### config.mk
export PLATFORM = sky130hd
export DESIGN_NAME = modcfg_decoder
export DESIGN_NICKNAME = d
export VERILOG_FILES = /design/src/core/modcfg_pkg.sv /design/src/core/modcfg_rs_t.sv /design/src/core/modcfg_field_check.sv /design/src/core/modcfg_decoder.sv
export SDC_FILE = /design/constraint.sdc
export NUM_CORES = 1
export LEC_CHECK = 0
export BUFFER_PORTS_ARGS = -buffer_cell sky130_fd_sc_hd__buf_4
export CORE_MARGIN = 3
export CORE_UTILIZATION = 55
export DETAILED_ROUTE_END_ITERATION = 10
export PLACE_DENSITY = 0.76
export SLEW_MARGIN = 15
export SYNTH_ARGS = -nofsm -noshare
export SYNTH_HDL_FRONTEND = slang
export SYNTH_SLANG_ARGS = --single-unit
### constraint.sdc
create_clock -name CLOCK_IN -period 5.45 [get_ports CLOCK_IN]
set_clock_uncertainty 0.2 [all_clocks]
set_input_delay 0.8175 -clock CLOCK_IN [delete_from_list [all_inputs] [get_ports CLOCK_IN]]
set_output_delay 0.8175 -clock CLOCK_IN [all_outputs]
set_load 0.01 [all_outputs]
### src/core/modcfg_pkg.sv
// Constants and types for the modulator configuration command decoder
// Notes on behaviour
// - Opcode 2601h loads full modulator configuration
// - Frequency, three zero bytes, later auxiliary clock
// - Data rate follows reserved, precedes auxiliary clock
// - Modulation: 0 QPSK,1 BPSK,2 8PSK,4 OQPSK
// - Accepting command forces transmit carrier off
// - Encoder codes: none, Viterbi, sequential, trellis
// - RS enable then codeword N, message K
// - T byte zero; derive T from N,K
// - Interleaver depth only 4 or 8
// - Scrambler, differential enables; scrambler type codes
// - Power signed tenths dBm, -50 to -300
// - Carrier control codes 0 to 5
// - Carrier selection: normal, CW, dual, offset
// - Spectrum normal on 0, inverted 1
// - Mode 1 sends 2047-bit test pattern
// - Clock control: internal send or terminal timing
// - Clock polarity normal, inverted, automatic
// - Send clock source: oscillator, recovered, coaxial
// - Alarm mask bit 0 masks, 1 allows
// - Major mask bit order fixed
// - Minor mask bit order fixed
// - Common mask bits 0 to 5 order
package modcfg_pkg;

  // Command opcode and payload length
  localparam logic [15:0] OPCODE_MOD_CONFIG = 16'h2601;
  localparam logic [5:0]  PAYLOAD_BYTES     = 6'h25;

  // Byte offsets inside the payload
  localparam logic [5:0] OFS_FREQ      = 6'h00;
  localparam logic [5:0] OFS_RSVD      = 6'h04;
  localparam logic [5:0] OFS_RATE      = 6'h07;
  localparam logic [5:0] OFS_AUXCLK    = 6'h0b;
  localparam logic [5:0] OFS_MODTYPE   = 6'h0f;
  localparam logic [5:0] OFS_ENCODER   = 6'h10;
  localparam logic [5:0] OFS_RS_EN     = 6'h11;
  localparam logic [5:0] OFS_RS_N      = 6'h12;
  localparam logic [5:0] OFS_RS_K      = 6'h13;
  localparam logic [5:0] OFS_RS_T      = 6'h14;
  localparam logic [5:0] OFS_RS_DEPTH  = 6'h15;
  localparam logic [5:0] OFS_SCR_EN    = 6'h16;
  localparam logic [5:0] OFS_SCR_TYPE  = 6'h17;
  localparam logic [5:0] OFS_POWER     = 6'h18;
  localparam logic [5:0] OFS_DIFF_EN   = 6'h1a;
  localparam logic [5:0] OFS_CARR_CTL  = 6'h1b;
  localparam logic [5:0] OFS_CARR_SEL  = 6'h1c;
  localparam logic [5:0] OFS_SPECTRUM  = 6'h1d;
  localparam logic [5:0] OFS_OPMODE    = 6'h1e;
  localparam logic [5:0] OFS_CLK_CTL   = 6'h1f;
  localparam logic [5:0] OFS_CLK_POL   = 6'h20;
  localparam logic [5:0] OFS_SCLK_SRC  = 6'h21;
  localparam logic [5:0] OFS_MASK_MAJ  = 6'h22;
  localparam logic [5:0] OFS_MASK_MIN  = 6'h23;
  localparam logic [5:0] OFS_MASK_COM  = 6'h24;
  localparam logic [5:0] LAST_BYTE     = 6'h24;

  // Field codes
  localparam logic [7:0] MOD_QPSK   = 8'h00;
  localparam logic [7:0] MOD_BPSK   = 8'h01;
  localparam logic [7:0] MOD_8PSK   = 8'h02;
  localparam logic [7:0] MOD_OQPSK  = 8'h04;
  localparam logic [7:0] CARRIER_OFF = 8'h00;
  localparam logic [7:0] CARRIER_MAX = 8'h05;
  localparam logic [7:0] CARR_SEL_MAX = 8'h03;
  localparam logic [7:0] DEPTH_A    = 8'h04;
  localparam logic [7:0] DEPTH_B    = 8'h08;
  localparam logic [15:0] POWER_HI  = 16'hffce;
  localparam logic [15:0] POWER_LO  = 16'hfed4;
  localparam logic [7:0] COMMON_MASK_BITS = 8'h3f;

  // APB register byte addresses
  localparam logic [7:0] ADDR_CTRL    = 8'h00;
  localparam logic [7:0] ADDR_STATUS  = 8'h04;
  localparam logic [7:0] ADDR_OPCODE  = 8'h08;
  localparam logic [7:0] ADDR_DATA    = 8'h0c;
  localparam logic [7:0] ADDR_FREQ    = 8'h10;
  localparam logic [7:0] ADDR_RATE    = 8'h14;
  localparam logic [7:0] ADDR_AUXCLK  = 8'h18;
  localparam logic [7:0] ADDR_FEC     = 8'h1c;
  localparam logic [7:0] ADDR_TX      = 8'h20;
  localparam logic [7:0] ADDR_MASK    = 8'h24;
  localparam logic [7:0] ADDR_COUNT   = 8'h28;

  // Decoder states
  typedef enum logic [1:0] {ST_IDLE, ST_LOAD, ST_APPLY} dec_state_type;

endpackage

### src/core/modcfg_rs_t.sv
// Reed-Solomon correction capability derived from N and K
module modcfg_rs_t
  import modcfg_pkg::*;
(
  // Codeword parameters
  input  wire logic [7:0] RS_N_IN,
  input  wire logic [7:0] RS_K_IN,
  // Derived capability
  output logic      [7:0] RS_T_OUT
);
  logic [7:0] diff;

  // T is half the parity count; K above N yields zero
  always_comb begin
    diff = (RS_N_IN > RS_K_IN) ? 8'(RS_N_IN - RS_K_IN) : 8'h00;
    RS_T_OUT = {1'b0, diff[7:1]};
  end
endmodule

### src/core/modcfg_field_check.sv
// Range checks of the decoded configuration fields
module modcfg_field_check
  import modcfg_pkg::*;
(
  // Fields under test
  input  wire logic [7:0]  MODTYPE_IN,
  input  wire logic [7:0]  ENCODER_IN,
  input  wire logic [7:0]  DEPTH_IN,
  input  wire logic [7:0]  SCR_TYPE_IN,
  input  wire logic [15:0] POWER_IN,
  input  wire logic [7:0]  CARR_CTL_IN,
  input  wire logic [7:0]  CARR_SEL_IN,
  // One when every field is legal
  output logic             FIELDS_OK_OUT
);
  logic mod_ok;
  logic enc_ok;
  logic dep_ok;
  logic scr_ok;
  logic pwr_ok;

  // Legal code sets of each field
  always_comb begin
    mod_ok = (MODTYPE_IN == MOD_QPSK) || (MODTYPE_IN == MOD_BPSK) ||
             (MODTYPE_IN == MOD_8PSK) || (MODTYPE_IN == MOD_OQPSK);
    enc_ok = (ENCODER_IN == 8'h00) || (ENCODER_IN == 8'h0e) ||
             ((ENCODER_IN <= 8'h0b) && ENCODER_IN[0]);
    dep_ok = (DEPTH_IN == DEPTH_A) || (DEPTH_IN == DEPTH_B);
    scr_ok = (SCR_TYPE_IN <= 8'h04) || (SCR_TYPE_IN == 8'h07) || (SCR_TYPE_IN == 8'h08);
    pwr_ok = ($signed(POWER_IN) <= $signed(POWER_HI)) && ($signed(POWER_IN) >= $signed(POWER_LO));
    FIELDS_OK_OUT = mod_ok && enc_ok && dep_ok && scr_ok && pwr_ok &&
                    (CARR_CTL_IN <= CARRIER_MAX) && (CARR_SEL_IN <= CARR_SEL_MAX);
  end
endmodule

### src/core/modcfg_decoder.sv
// Modulator configuration command decoder with APB access
module modcfg_decoder
  import modcfg_pkg::*;
(
  // Clock and reset
  input  wire logic        CLOCK_IN,
  input  wire logic        RESETN_IN,
  // APB slave
  input  wire logic        PSEL_IN,
  input  wire logic        PENABLE_IN,
  input  wire logic        PWRITE_IN,
  input  wire logic [7:0]  PADDR_IN,
  input  wire logic [31:0] PWDATA_IN,
  output logic      [31:0] PRDATA_OUT,
  output logic             PREADY_OUT,
  output logic             PSLVERR_OUT,
  // Applied transmit configuration
  output logic      [31:0] CARRIER_FREQ_OUT,
  output logic      [31:0] DATA_RATE_OUT,
  output logic      [31:0] AUXILIARY_CLOCK_FREQUENCY_OUT,
  output logic      [7:0]  MOD_TYPE_OUT,
  output logic      [7:0]  ENCODER_OUT,
  output logic             RS_ENABLE_OUT,
  output logic      [7:0]  RS_N_OUT,
  output logic      [7:0]  RS_K_OUT,
  output logic      [7:0]  RS_T_OUT,
  output logic      [7:0]  RS_DEPTH_OUT,
  output logic             SCRAMBLER_EN_OUT,
  output logic      [7:0]  SCRAMBLER_TYPE_OUT,
  output logic      [15:0] TX_POWER_OUT,
  output logic             DIFF_ENCODER_EN_OUT,
  output logic      [7:0]  CARRIER_CTRL_OUT,
  output logic      [7:0]  CARRIER_SELECT_OUT,
  output logic             SPECTRUM_INVERT_OUT,
  output logic             TEST_PATTERN_OUT,
  output logic             USE_TERMINAL_TIMING_CLOCK_OUT,
  output logic      [1:0]  CLOCK_POLARITY_OUT,
  output logic      [1:0]  INTERNAL_SEND_CLOCK_SRC_OUT,
  output logic      [7:0]  MAJOR_MASK_OUT,
  output logic      [7:0]  MINOR_MASK_OUT,
  output logic      [7:0]  COMMON_MASK_OUT,
  // Applied strobe
  output logic             CONFIG_APPLIED_OUT
);

  ////////////////////////////////////////////////////////////////////////////
  // State

  typedef struct packed {
    dec_state_type state;
    logic [5:0]    idx;
    logic [7:0]    shadow_mod;
    logic [7:0]    shadow_enc;
    logic [7:0]    shadow_depth;
    logic [7:0]    shadow_scr;
    logic [15:0]   shadow_pwr;
    logic [7:0]    shadow_cctl;
    logic [7:0]    shadow_csel;
    logic [295:0]  pay;
    logic [295:0]  cfg;
    logic [7:0]    rs_t;
    logic          applied;
    logic          bad_opcode;
    logic          bad_field;
    logic [15:0]   count;
    logic [31:0]   rdata;
  } state_type;

  state_type q;
  state_type d;

  logic        fields_ok;
  logic [7:0]  t_calc;
  logic        setup;
  logic        access;
  logic [7:0]  b;

  // Pick a byte out of the collected payload
  function automatic logic [7:0] pb(input logic [295:0] p, input logic [5:0] o);
    pb = p[9'(o) * 9'd8 +: 8];
  endfunction

  ////////////////////////////////////////////////////////////////////////////
  // Helpers

  modcfg_field_check u_check (
    .MODTYPE_IN    (pb(q.pay, OFS_MODTYPE)),
    .ENCODER_IN    (pb(q.pay, OFS_ENCODER)),
    .DEPTH_IN      (pb(q.pay, OFS_RS_DEPTH)),
    .SCR_TYPE_IN   (pb(q.pay, OFS_SCR_TYPE)),
    .POWER_IN      ({pb(q.pay, OFS_POWER), pb(q.pay, 6'(OFS_POWER + 6'h01))}),
    .CARR_CTL_IN   (pb(q.pay, OFS_CARR_CTL)),
    .CARR_SEL_IN   (pb(q.pay, OFS_CARR_SEL)),
    .FIELDS_OK_OUT (fields_ok)
  );

  // derive T from N and K
  modcfg_rs_t u_rs_t (
    .RS_N_IN  (pb(q.pay, OFS_RS_N)),
    .RS_K_IN  (pb(q.pay, OFS_RS_K)),
    .RS_T_OUT (t_calc)
  );

  ////////////////////////////////////////////////////////////////////////////
  // Next state

  assign setup  = PSEL_IN && !PENABLE_IN;
  assign access = PSEL_IN && PENABLE_IN;
  assign b      = PWDATA_IN[7:0];

  // Bus decode, payload collection and apply sequence
  always_comb begin
    d = q;
    d.applied = 1'b0;
    unique case (q.state)
      ST_IDLE: begin
        if (access && PWRITE_IN && PADDR_IN == ADDR_OPCODE) begin
          if (PWDATA_IN[15:0] == OPCODE_MOD_CONFIG) begin
            d.state      = ST_LOAD;
            d.idx        = 6'h00;
            d.bad_opcode = 1'b0;
          end else begin
            d.bad_opcode = 1'b1;
          end
        end
      end
      ST_LOAD: begin
        // bytes land at their payload offsets, big endian
        // data rate between reserved bytes and auxiliary clock
        if (access && PWRITE_IN && PADDR_IN == ADDR_DATA) begin
          d.pay[9'(q.idx) * 9'd8 +: 8] = b;
          if (q.idx == LAST_BYTE) begin
            d.state = ST_APPLY;
          end else begin
            d.idx = 6'(q.idx + 6'h01);
          end
        end
        // Abort by control write drops the partial payload
        if (access && PWRITE_IN && PADDR_IN == ADDR_CTRL && PWDATA_IN[0]) begin
          d.state = ST_IDLE;
        end
      end
      ST_APPLY: begin
        // every field copied together once payload complete and fields_ok
        if (fields_ok) begin
          d.cfg       = q.pay;
          d.rs_t      = t_calc;
          d.applied   = 1'b1;
          d.bad_field = 1'b0;
          d.count     = 16'(q.count + 16'h0001);
        end else begin
          d.bad_field = 1'b1;
        end
        d.state = ST_IDLE;
      end
    endcase
    // Sticky error flags cleared by control bit 1; a new error wins
    if (access && PWRITE_IN && PADDR_IN == ADDR_CTRL && PWDATA_IN[1] &&
        !(q.state == ST_APPLY && !fields_ok)) begin
      d.bad_field = 1'b0;
      if (!(q.state == ST_IDLE && PADDR_IN == ADDR_OPCODE)) begin
        d.bad_opcode = 1'b0;
      end
    end
    // Read data latched in setup so it comes from a flop
    if (setup && !PWRITE_IN) begin
      unique case (PADDR_IN)
        ADDR_CTRL:   d.rdata = 32'h0000_0000;
        ADDR_STATUS: d.rdata = {26'h0, q.bad_field, q.bad_opcode, q.idx == 6'h00, 1'b0,
                                q.state == ST_LOAD, q.state == ST_APPLY};
        ADDR_OPCODE: d.rdata = {16'h0000, OPCODE_MOD_CONFIG};
        ADDR_DATA:   d.rdata = {26'h0, q.idx};
        ADDR_FREQ:   d.rdata = CARRIER_FREQ_OUT;
        ADDR_RATE:   d.rdata = DATA_RATE_OUT;
        ADDR_AUXCLK: d.rdata = AUXILIARY_CLOCK_FREQUENCY_OUT;
        ADDR_FEC:    d.rdata = {ENCODER_OUT, RS_N_OUT, RS_K_OUT, RS_T_OUT};
        ADDR_TX:     d.rdata = {TX_POWER_OUT, CARRIER_CTRL_OUT, MOD_TYPE_OUT};
        ADDR_MASK:   d.rdata = {8'h00, COMMON_MASK_OUT, MINOR_MASK_OUT, MAJOR_MASK_OUT};
        ADDR_COUNT:  d.rdata = {16'h0000, q.count};
        default:     d.rdata = 32'h0000_0000;
      endcase
    end
  end

  // State register
  always_ff @(posedge CLOCK_IN or negedge RESETN_IN) begin
    if (!RESETN_IN) begin
      q <= '0;
    end else begin
      q <= d;
    end
  end

  ////////////////////////////////////////////////////////////////////////////
  // Outputs

  // Zero-wait APB; unmapped address errors
  assign PREADY_OUT  = 1'b1;
  assign PSLVERR_OUT = access && (PADDR_IN > ADDR_COUNT || PADDR_IN[1:0] != 2'b00);
  assign PRDATA_OUT  = q.rdata;
  assign CONFIG_APPLIED_OUT = q.applied;

  // Field outputs straight from the applied copy, except T (q.rs_t) and carrier control
  assign CARRIER_FREQ_OUT = {pb(q.cfg, 6'h00), pb(q.cfg, 6'h01), pb(q.cfg, 6'h02), pb(q.cfg, 6'h03)};
  assign DATA_RATE_OUT    = {pb(q.cfg, 6'h07), pb(q.cfg, 6'h08), pb(q.cfg, 6'h09), pb(q.cfg, 6'h0a)};
  assign AUXILIARY_CLOCK_FREQUENCY_OUT =
    {pb(q.cfg, 6'h0b), pb(q.cfg, 6'h0c), pb(q.cfg, 6'h0d), pb(q.cfg, 6'h0e)};
  assign MOD_TYPE_OUT     = pb(q.cfg, OFS_MODTYPE);
  assign ENCODER_OUT      = pb(q.cfg, OFS_ENCODER);
  assign RS_ENABLE_OUT    = pb(q.cfg, OFS_RS_EN) == 8'h01;
  assign RS_N_OUT         = pb(q.cfg, OFS_RS_N);
  assign RS_K_OUT         = pb(q.cfg, OFS_RS_K);
  assign RS_T_OUT         = q.rs_t;
  assign RS_DEPTH_OUT     = pb(q.cfg, OFS_RS_DEPTH);
  assign SCRAMBLER_EN_OUT    = pb(q.cfg, OFS_SCR_EN) == 8'h01;
  assign SCRAMBLER_TYPE_OUT  = pb(q.cfg, OFS_SCR_TYPE);
  assign TX_POWER_OUT        = {pb(q.cfg, OFS_POWER), pb(q.cfg, 6'(OFS_POWER + 6'h01))};
  assign DIFF_ENCODER_EN_OUT = pb(q.cfg, OFS_DIFF_EN) == 8'h01;
  // command forces carrier off whatever the byte held
  assign CARRIER_CTRL_OUT    = CARRIER_OFF;
  assign CARRIER_SELECT_OUT  = pb(q.cfg, OFS_CARR_SEL);
  assign SPECTRUM_INVERT_OUT = pb(q.cfg, OFS_SPECTRUM) == 8'h01;
  assign TEST_PATTERN_OUT    = pb(q.cfg, OFS_OPMODE) == 8'h01;
  assign USE_TERMINAL_TIMING_CLOCK_OUT = pb(q.cfg, OFS_CLK_CTL) == 8'h01;
  assign CLOCK_POLARITY_OUT  = 2'(pb(q.cfg, OFS_CLK_POL));
  assign INTERNAL_SEND_CLOCK_SRC_OUT = 2'(pb(q.cfg, OFS_SCLK_SRC));
  // mask bits in order, 1 allows
  assign MAJOR_MASK_OUT  = pb(q.cfg, OFS_MASK_MAJ);
  assign MINOR_MASK_OUT  = pb(q.cfg, OFS_MASK_MIN);
  assign COMMON_MASK_OUT = pb(q.cfg, OFS_MASK_COM) & COMMON_MASK_BITS;

  ////////////////////////////////////////////////////////////////////////////
  // Assertions

  property p_apply_after_full;
    @(posedge CLOCK_IN) disable iff (!RESETN_IN)
      $rose(q.applied) |-> $past(q.state) == ST_APPLY;
  endproperty
  a_apply_after_full: assert property (p_apply_after_full) else $error("apply without full payload");

  property p_carrier_off;
    @(posedge CLOCK_IN) disable iff (!RESETN_IN)
      q.applied |-> CARRIER_CTRL_OUT == CARRIER_OFF;
  endproperty
  a_carrier_off: assert property (p_carrier_off) else $error("carrier not off");

  property p_opcode_start;
    @(posedge CLOCK_IN) disable iff (!RESETN_IN)
      (q.state == ST_IDLE && access && PWRITE_IN && PADDR_IN == ADDR_OPCODE &&
       PWDATA_IN[15:0] == OPCODE_MOD_CONFIG) |=> q.state == ST_LOAD && q.idx == 6'h00;
  endproperty
  a_opcode_start: assert property (p_opcode_start) else $error("opcode not accepted");

  property p_depth;
    @(posedge CLOCK_IN) disable iff (!RESETN_IN)
      q.applied |-> RS_DEPTH_OUT == DEPTH_A || RS_DEPTH_OUT == DEPTH_B;
  endproperty
  a_depth: assert property (p_depth) else $error("bad depth applied");

  property p_rs_t;
    @(posedge CLOCK_IN) disable iff (!RESETN_IN)
      q.applied && RS_N_OUT >= RS_K_OUT |-> RS_T_OUT == 8'((RS_N_OUT - RS_K_OUT) >> 1);
  endproperty
  a_rs_t: assert property (p_rs_t) else $error("wrong T");

  property p_power;
    @(posedge CLOCK_IN) disable iff (!RESETN_IN)
      q.applied |-> $signed(TX_POWER_OUT) <= -16'sd50 && $signed(TX_POWER_OUT) >= -16'sd300;
  endproperty
  a_power: assert property (p_power) else $error("power out of range");

  property p_modtype;
    @(posedge CLOCK_IN) disable iff (!RESETN_IN)
      q.applied |-> MOD_TYPE_OUT inside {8'h00, 8'h01, 8'h02, 8'h04};
  endproperty
  a_modtype: assert property (p_modtype) else $error("bad modulation");

  property p_cfg_stable;
    @(posedge CLOCK_IN) disable iff (!RESETN_IN)
      !q.applied |-> $stable(q.cfg);
  endproperty
  a_cfg_stable: assert property (p_cfg_stable) else $error("partial config applied");

  property p_common_mask;
    @(posedge CLOCK_IN) disable iff (!RESETN_IN)
      COMMON_MASK_OUT[7:6] == 2'b00;
  endproperty
  a_common_mask: assert property (p_common_mask) else $error("spare common mask bits set");

  property p_load_done;
    @(posedge CLOCK_IN) disable iff (!RESETN_IN)
      (q.state == ST_LOAD && q.idx == LAST_BYTE && access && PWRITE_IN && PADDR_IN == ADDR_DATA)
        |=> q.state == ST_APPLY ##1 q.state == ST_IDLE;
  endproperty
  a_load_done: assert property (p_load_done) else $error("apply step missed");

endmodule

; ---- Yosys cells after proc, flatten, opt, wreduce, memory -nomap -nowiden
; Cells that the tools add are included.
[totals]
elab_cells = 125
in_bits = 45
out_inout_bits = 253
ff_bits = 656
[op_classes]
add_sub_neg = 4
reduce_logical = 46
mux = 21
n_lt_le_gt_ge = 8
shifts = 2
eq_ne = 34
[ops]
columns = operator, n
row1 = case mux 32 bit (10 select lines), 1
row2 = bitwise mux 296 bit, 1
row3 = variable shift 8 x 11 -> 296 bit (first input constant), 1
row4 = variable part select 8 x 11 -> 296 bit, 1
row5 = == test 8 x 1 -> 1 bit (second input constant), 7
row6 = == test 8 x 4 -> 1 bit (second input constant), 5
row7 = == test 8 x 3 -> 1 bit (second input constant), 4
row8 = == test 8 x 5 -> 1 bit (second input constant), 4
row9 = two-way mux 8 bit, 4
row10 = == test 8 x 6 -> 1 bit (second input constant), 3
row11 = zero test 8 bit, 3
row12 = logical AND 1 bit, 21
row13 = two-way mux 17 bit, 1
row14 = adder 16 x 1 -> 16 bit (second input constant), 1
row15 = == test 16 x 14 -> 1 bit (second input constant), 1
row16 = >= comparator 16 x 10 -> 1 bit (second input constant), 1
row17 = <= comparator 16 x 7 -> 1 bit (second input constant), 1
row18 = <= comparator 8 x 3 -> 1 bit (second input constant), 2
row19 = two-way mux 16 bit, 1
row20 = case mux 6 bit (2 select lines), 1
row21 = negation 9 -> 11 bit, 1
row22 = logical OR 1 bit, 9
row23 = == test 8 x 2 -> 1 bit (second input constant), 1
row24 = greater-than comparator 8 x 6 -> 1 bit (second input constant), 1
row25 = 21 further kinds, 39

; ---- Depth between registers and ports, before layout
[depth]
depth_word = 15
mapped_depth = 11
mapped_depth_nobuf = 9

; ---- Hierarchy
; Synthesis repeated with hierarchy kept, for this count alone.
[hier_totals]
hier_cells = 2636
area_unflattened_um2 = 26295.2
[by_module_without_submodules]
columns = mod, area_each_um2, instances, seq_area_each_um2, cells_each
row1 = modcfg_decoder, 25670.9, 1, 13988.4, 2543
row2 = modcfg_rs_t, 407.9, 1, 0.0, 61
row3 = modcfg_field_check, 216.5, 1, 0.0, 32

; ---- Worst setup path after synthesis
; OpenSTA, ideal clock, no wires.
[synth_path]
kind = reg2reg
startpoint = register q[715] (netlist bit)
endpoint = register q[531] (netlist bit)
stages_incl_launch_ff = 11
slack_ns = 2.276
t_arrival_ns = 2.848
t_required_ns = 5.125
period_less_slack_ns = 3.174
setup_ns = 0.125
n_path_buf = 4
cell_sequence = dfrtp_1 clkbuf_1 clkinv_1 ha_1 clkbuf_1 o211ai_1 or3_1 buf_2 or3_1 buf_4 mux2_4
[synth_via]
elab_chain_len = 3
word_cells_on_any_way = 4
classes_between = add/sub: 1 / shift: 2 / mux: 1
[synth_lines]
columns = item, line_no
row1 = start: declaration, modcfg_decoder.sv:69  ; state_type q;
row2 = start signal: assignment, modcfg_decoder.sv:188  ; q <= '0;
row3 = start signal: assignment, modcfg_decoder.sv:190  ; q <= d;
row4 = negation 9 -> 11 bit (*), modcfg_decoder.sv:131  ; d.pay[9'(q.idx) * 9'd8 +: 8] = b;
row5 = variable part select 8 x 11 -> 296 bit / variable shift 8 x 11 -> 296 bit (equally long branches), modcfg_decoder.sv:131
row6 = bitwise mux 296 bit (*), modcfg_decoder.sv:131
; Mark *: on every way between the ends. The rest lies on a longest branch, timed or not.
; A chain may end at the register's enable or synchronous reset.

; ---- Worst setup path after layout
[layout_path]
startpoint = register q[715] (netlist bit)
endpoint = register q[426] (netlist bit)
; Same word-level chain as after synthesis.

==> impl_metrics.toml <==
[run_status]
status = "completed"

[timing]
worst-slew-pin-transition_ns = 1.25
max_slew_margin_pct = 15.6
post-route-period-util_pct = 80.8
tns_ns = 0
rsz0062_at_grt = "false"
hold_viol = 0
setup_viol = 0
max_freq_mhz = 227
slew_viol_final = 0
min_period_ns = 4.40

[routing]
firstDrtPassIters = 6
routed_wl_um = 75400
drt_iter0_drc = 1805
avgViaCountPerCell = 6.27
wire_per_inst_um = 27.1
vias = 17400
drc_errors = 0
ant_nets = 0

[floorplanning]
die_x_um = 223
core-area_um2 = 45900
dieArea_um2 = 49600
die_h_um = 223
num_io_pins = 298
start_util_pct = 56.3
rows = 78

[synth]
synth_ff_type = "dfrtp_1"
synth.distinct_cells = 76
async_reset_ff_share_pct = 100
ys_seq_elements = 557
ys_warn_count = 0
syn_avg_cell_area_um2 = 12.1
yosysSeqAreaShare_pct = 54.0
postSynthCellCount = 2139
synth_area_um2 = 25800
synth_xor_area_share_pct = 0.916
yosys.area_share.simple_pct = 8.76
synth-edff-count = 0
muxShareOfSynthArea_pct = 16.7
synthAdderAreaFrac_pct = 0.853
synth_top_family_by_area = "multiplexers"
synth_compound_area_share_pct = 9.08

[hold_path]
hold_class = "input pin to async pin"

[critical_path]
startpoint_type = "flip-flop"
crit_fanout = 22
r2r_slack_ns = 1.05
crit_family = "simple AND/OR/NAND/NOR gates"
cpPeakStageDelay_ns = 0.85
path_cells = "clkinv_1 > ha_1 > nor3b_1 > xnor2_1 > nand4_1 > nor3_2 > mux2_2"
cp.required_ns = 5.73
arrival_ns = 4.69
slowest_stage = "dfrtp_1"
cp_num_buf_inv = 1
endpoint_kind = "flip-flop"
path_class = "flip-flop to flip-flop"

[layout]
layout.cells.non_filler = 2781
synthToLayoutAreaGrowth_pct = 10.3
antenna_cells = 0
final_core_util_pct = 62.1
final_nets = 2201
drive_gt1_share_pct = 35.9
final_cell_area_um2 = 28500

[global_routing]
grt_pass1_vias = 17700
grt_max_degree = 127
antenna_found_initial = 2
grt_overflow = 0
grt_usage_pct = 30.1
grt_pass1_wl_um = 113000

[power_and_ir_drop]
total_switching_power_w = 0.00268
p_seq_share_pct = 45.8
combPwrFrac_pct = 13.9
clock_power_share_pct = 40.4
p_per_area_nw_per_um2 = 331
p_int_w = 0.00676
vdd_ir_drop_max_mv = 0.294
leakagePower_nw = 13.9
swShare_pct = 28.4

[clock_network]
clock_latency_ns = 0.60
clockRootBuffer = "clkbuf_16"
h-tree-depth = 2
cts.sinks = 557
cts_resized = 0
hold_buffers = 0
cts_setup_buffers = 0
cts_tree = "yes"
path_clk_slew_ns = 0.06
cts_buffers = 54
cts_buffer_depth = 3

[place]
dpl-instance-area_um2 = 26700
gp_congestion = 0.943
placed_cells = 2683
dp_hpwl_um = 51800
portBuffers = 269

[job]
drv_cap = 0
-- cells in the final DEF, fill, tap and decap left out, drive strengths merged, types with 23 or more instances in the layout --
cell type	instances
clkbuf	81
nor2	83
nand2	76
buf	302
inv	44
xnor2	23
mux2	357
and2	35
a22oi	59
mux2i	23
dfrtp	557
nand4	46
o21ai	118
o31ai	30
-- per-stage QoR --
stage | hold slack [ns] | total power, W | setup slack, ns
after floorplan | 0.244 | 0.00513 | 2.28
after global placement | 0.255 | 0.00563 | 1.30
after detailed placement | 0.266 | 0.00566 | 1.23
after CTS | 0.0576 | 0.00944 | 1.21
after global routing | 0.0822 | 0.00974 | 0.899
final | 0.0218 | 0.00944 | 1.05
-- sequential cells by signal (all words and copies together), names as in the netlist, 16 cells and up --
name	count
CARRIER_FREQ_OUT	32
AUXILIARY_CLOCK_FREQUENCY_OUT	32
q	323
TX_POWER_OUT	16
DATA_RATE_OUT	32
PRDATA_OUT	32
-- cells by family after synthesis --
| group | count (synthesis) |
|---|---|
| flops | 557 |
| buf+inv | 412 |
| compound gates | 344 |
| mux | 380 |
| simple gates | 400 |
| fa+ha+maj | 17 |
| xor+xnor | 27 |
| other cells | 2 |
-- metal layers --
layer  vias up  share of wire, %  global-route usage (%)
met5         -             0.017                       0
met4         2               6.0                    15.6
met3       201               7.6                    5.80
met2       826                47                    47.4
met1      8994                40                    40.1
li1       7424                 -                       -
-- power by group through the flow --
stage	sequential (W)	clock, W	combinational (W)
4_1_cts	0.00431	0.00386	0.00127
3_3_place_gp	0.00438	0	0.00125
6_report	0.00432	0.00381	0.00131
5_1_grt	0.00432	0.00403	0.00139
3_5_place_dp	0.00439	0	0.00127
2_1_floorplan	0.00430	0	0.000832
-- cell usage after synthesis (all sizes together) (20+ instances only) --
cell type / count / share of area, %
nor4: 21 / 0.59
o31ai: 30 / 0.87
mux2: 357 / 16
o21ai: 118 / 2.3
and2: 35 / 0.85
nor2: 83 / 1.2
buf: 284 / 7.9
inv: 43 / 0.62
nor3: 22 / 0.48
o21a: 20 / 0.58
a22oi: 59 / 1.7
dfrtp: 557 / 54
nand2: 76 / 1.1
a31oi: 20 / 0.48
mux2i: 23 / 0.89
nand4: 46 / 1.1
xnor2: 23 / 0.78
clkbuf: 84 / 1.2
-- cell type report --
class	instances	area [um^2]
timing repair buffer	302	2350
clock inverter	17	216
tap	600	751
fill	3568	17400
clock buffer	81	1580
inverter	44	165
sequential	557	13900
multi-input combinational	1180	9480
-- worst paths after layout --
path	cells past startpoint	to	start
min	1	SCRAMBLER_TYPE_OUT[5]	RESETN_IN
max	7	q[426]	q[715]
min in group CLOCK_IN	2	q[459]	q[459]
min reg2reg	2	q[459]	q[459]
max in group asynchronous	2	q[445]	RESETN_IN
max reg2reg	7	q[426]	q[715]
No activity file was read; power rests on OpenSTA's default activity.
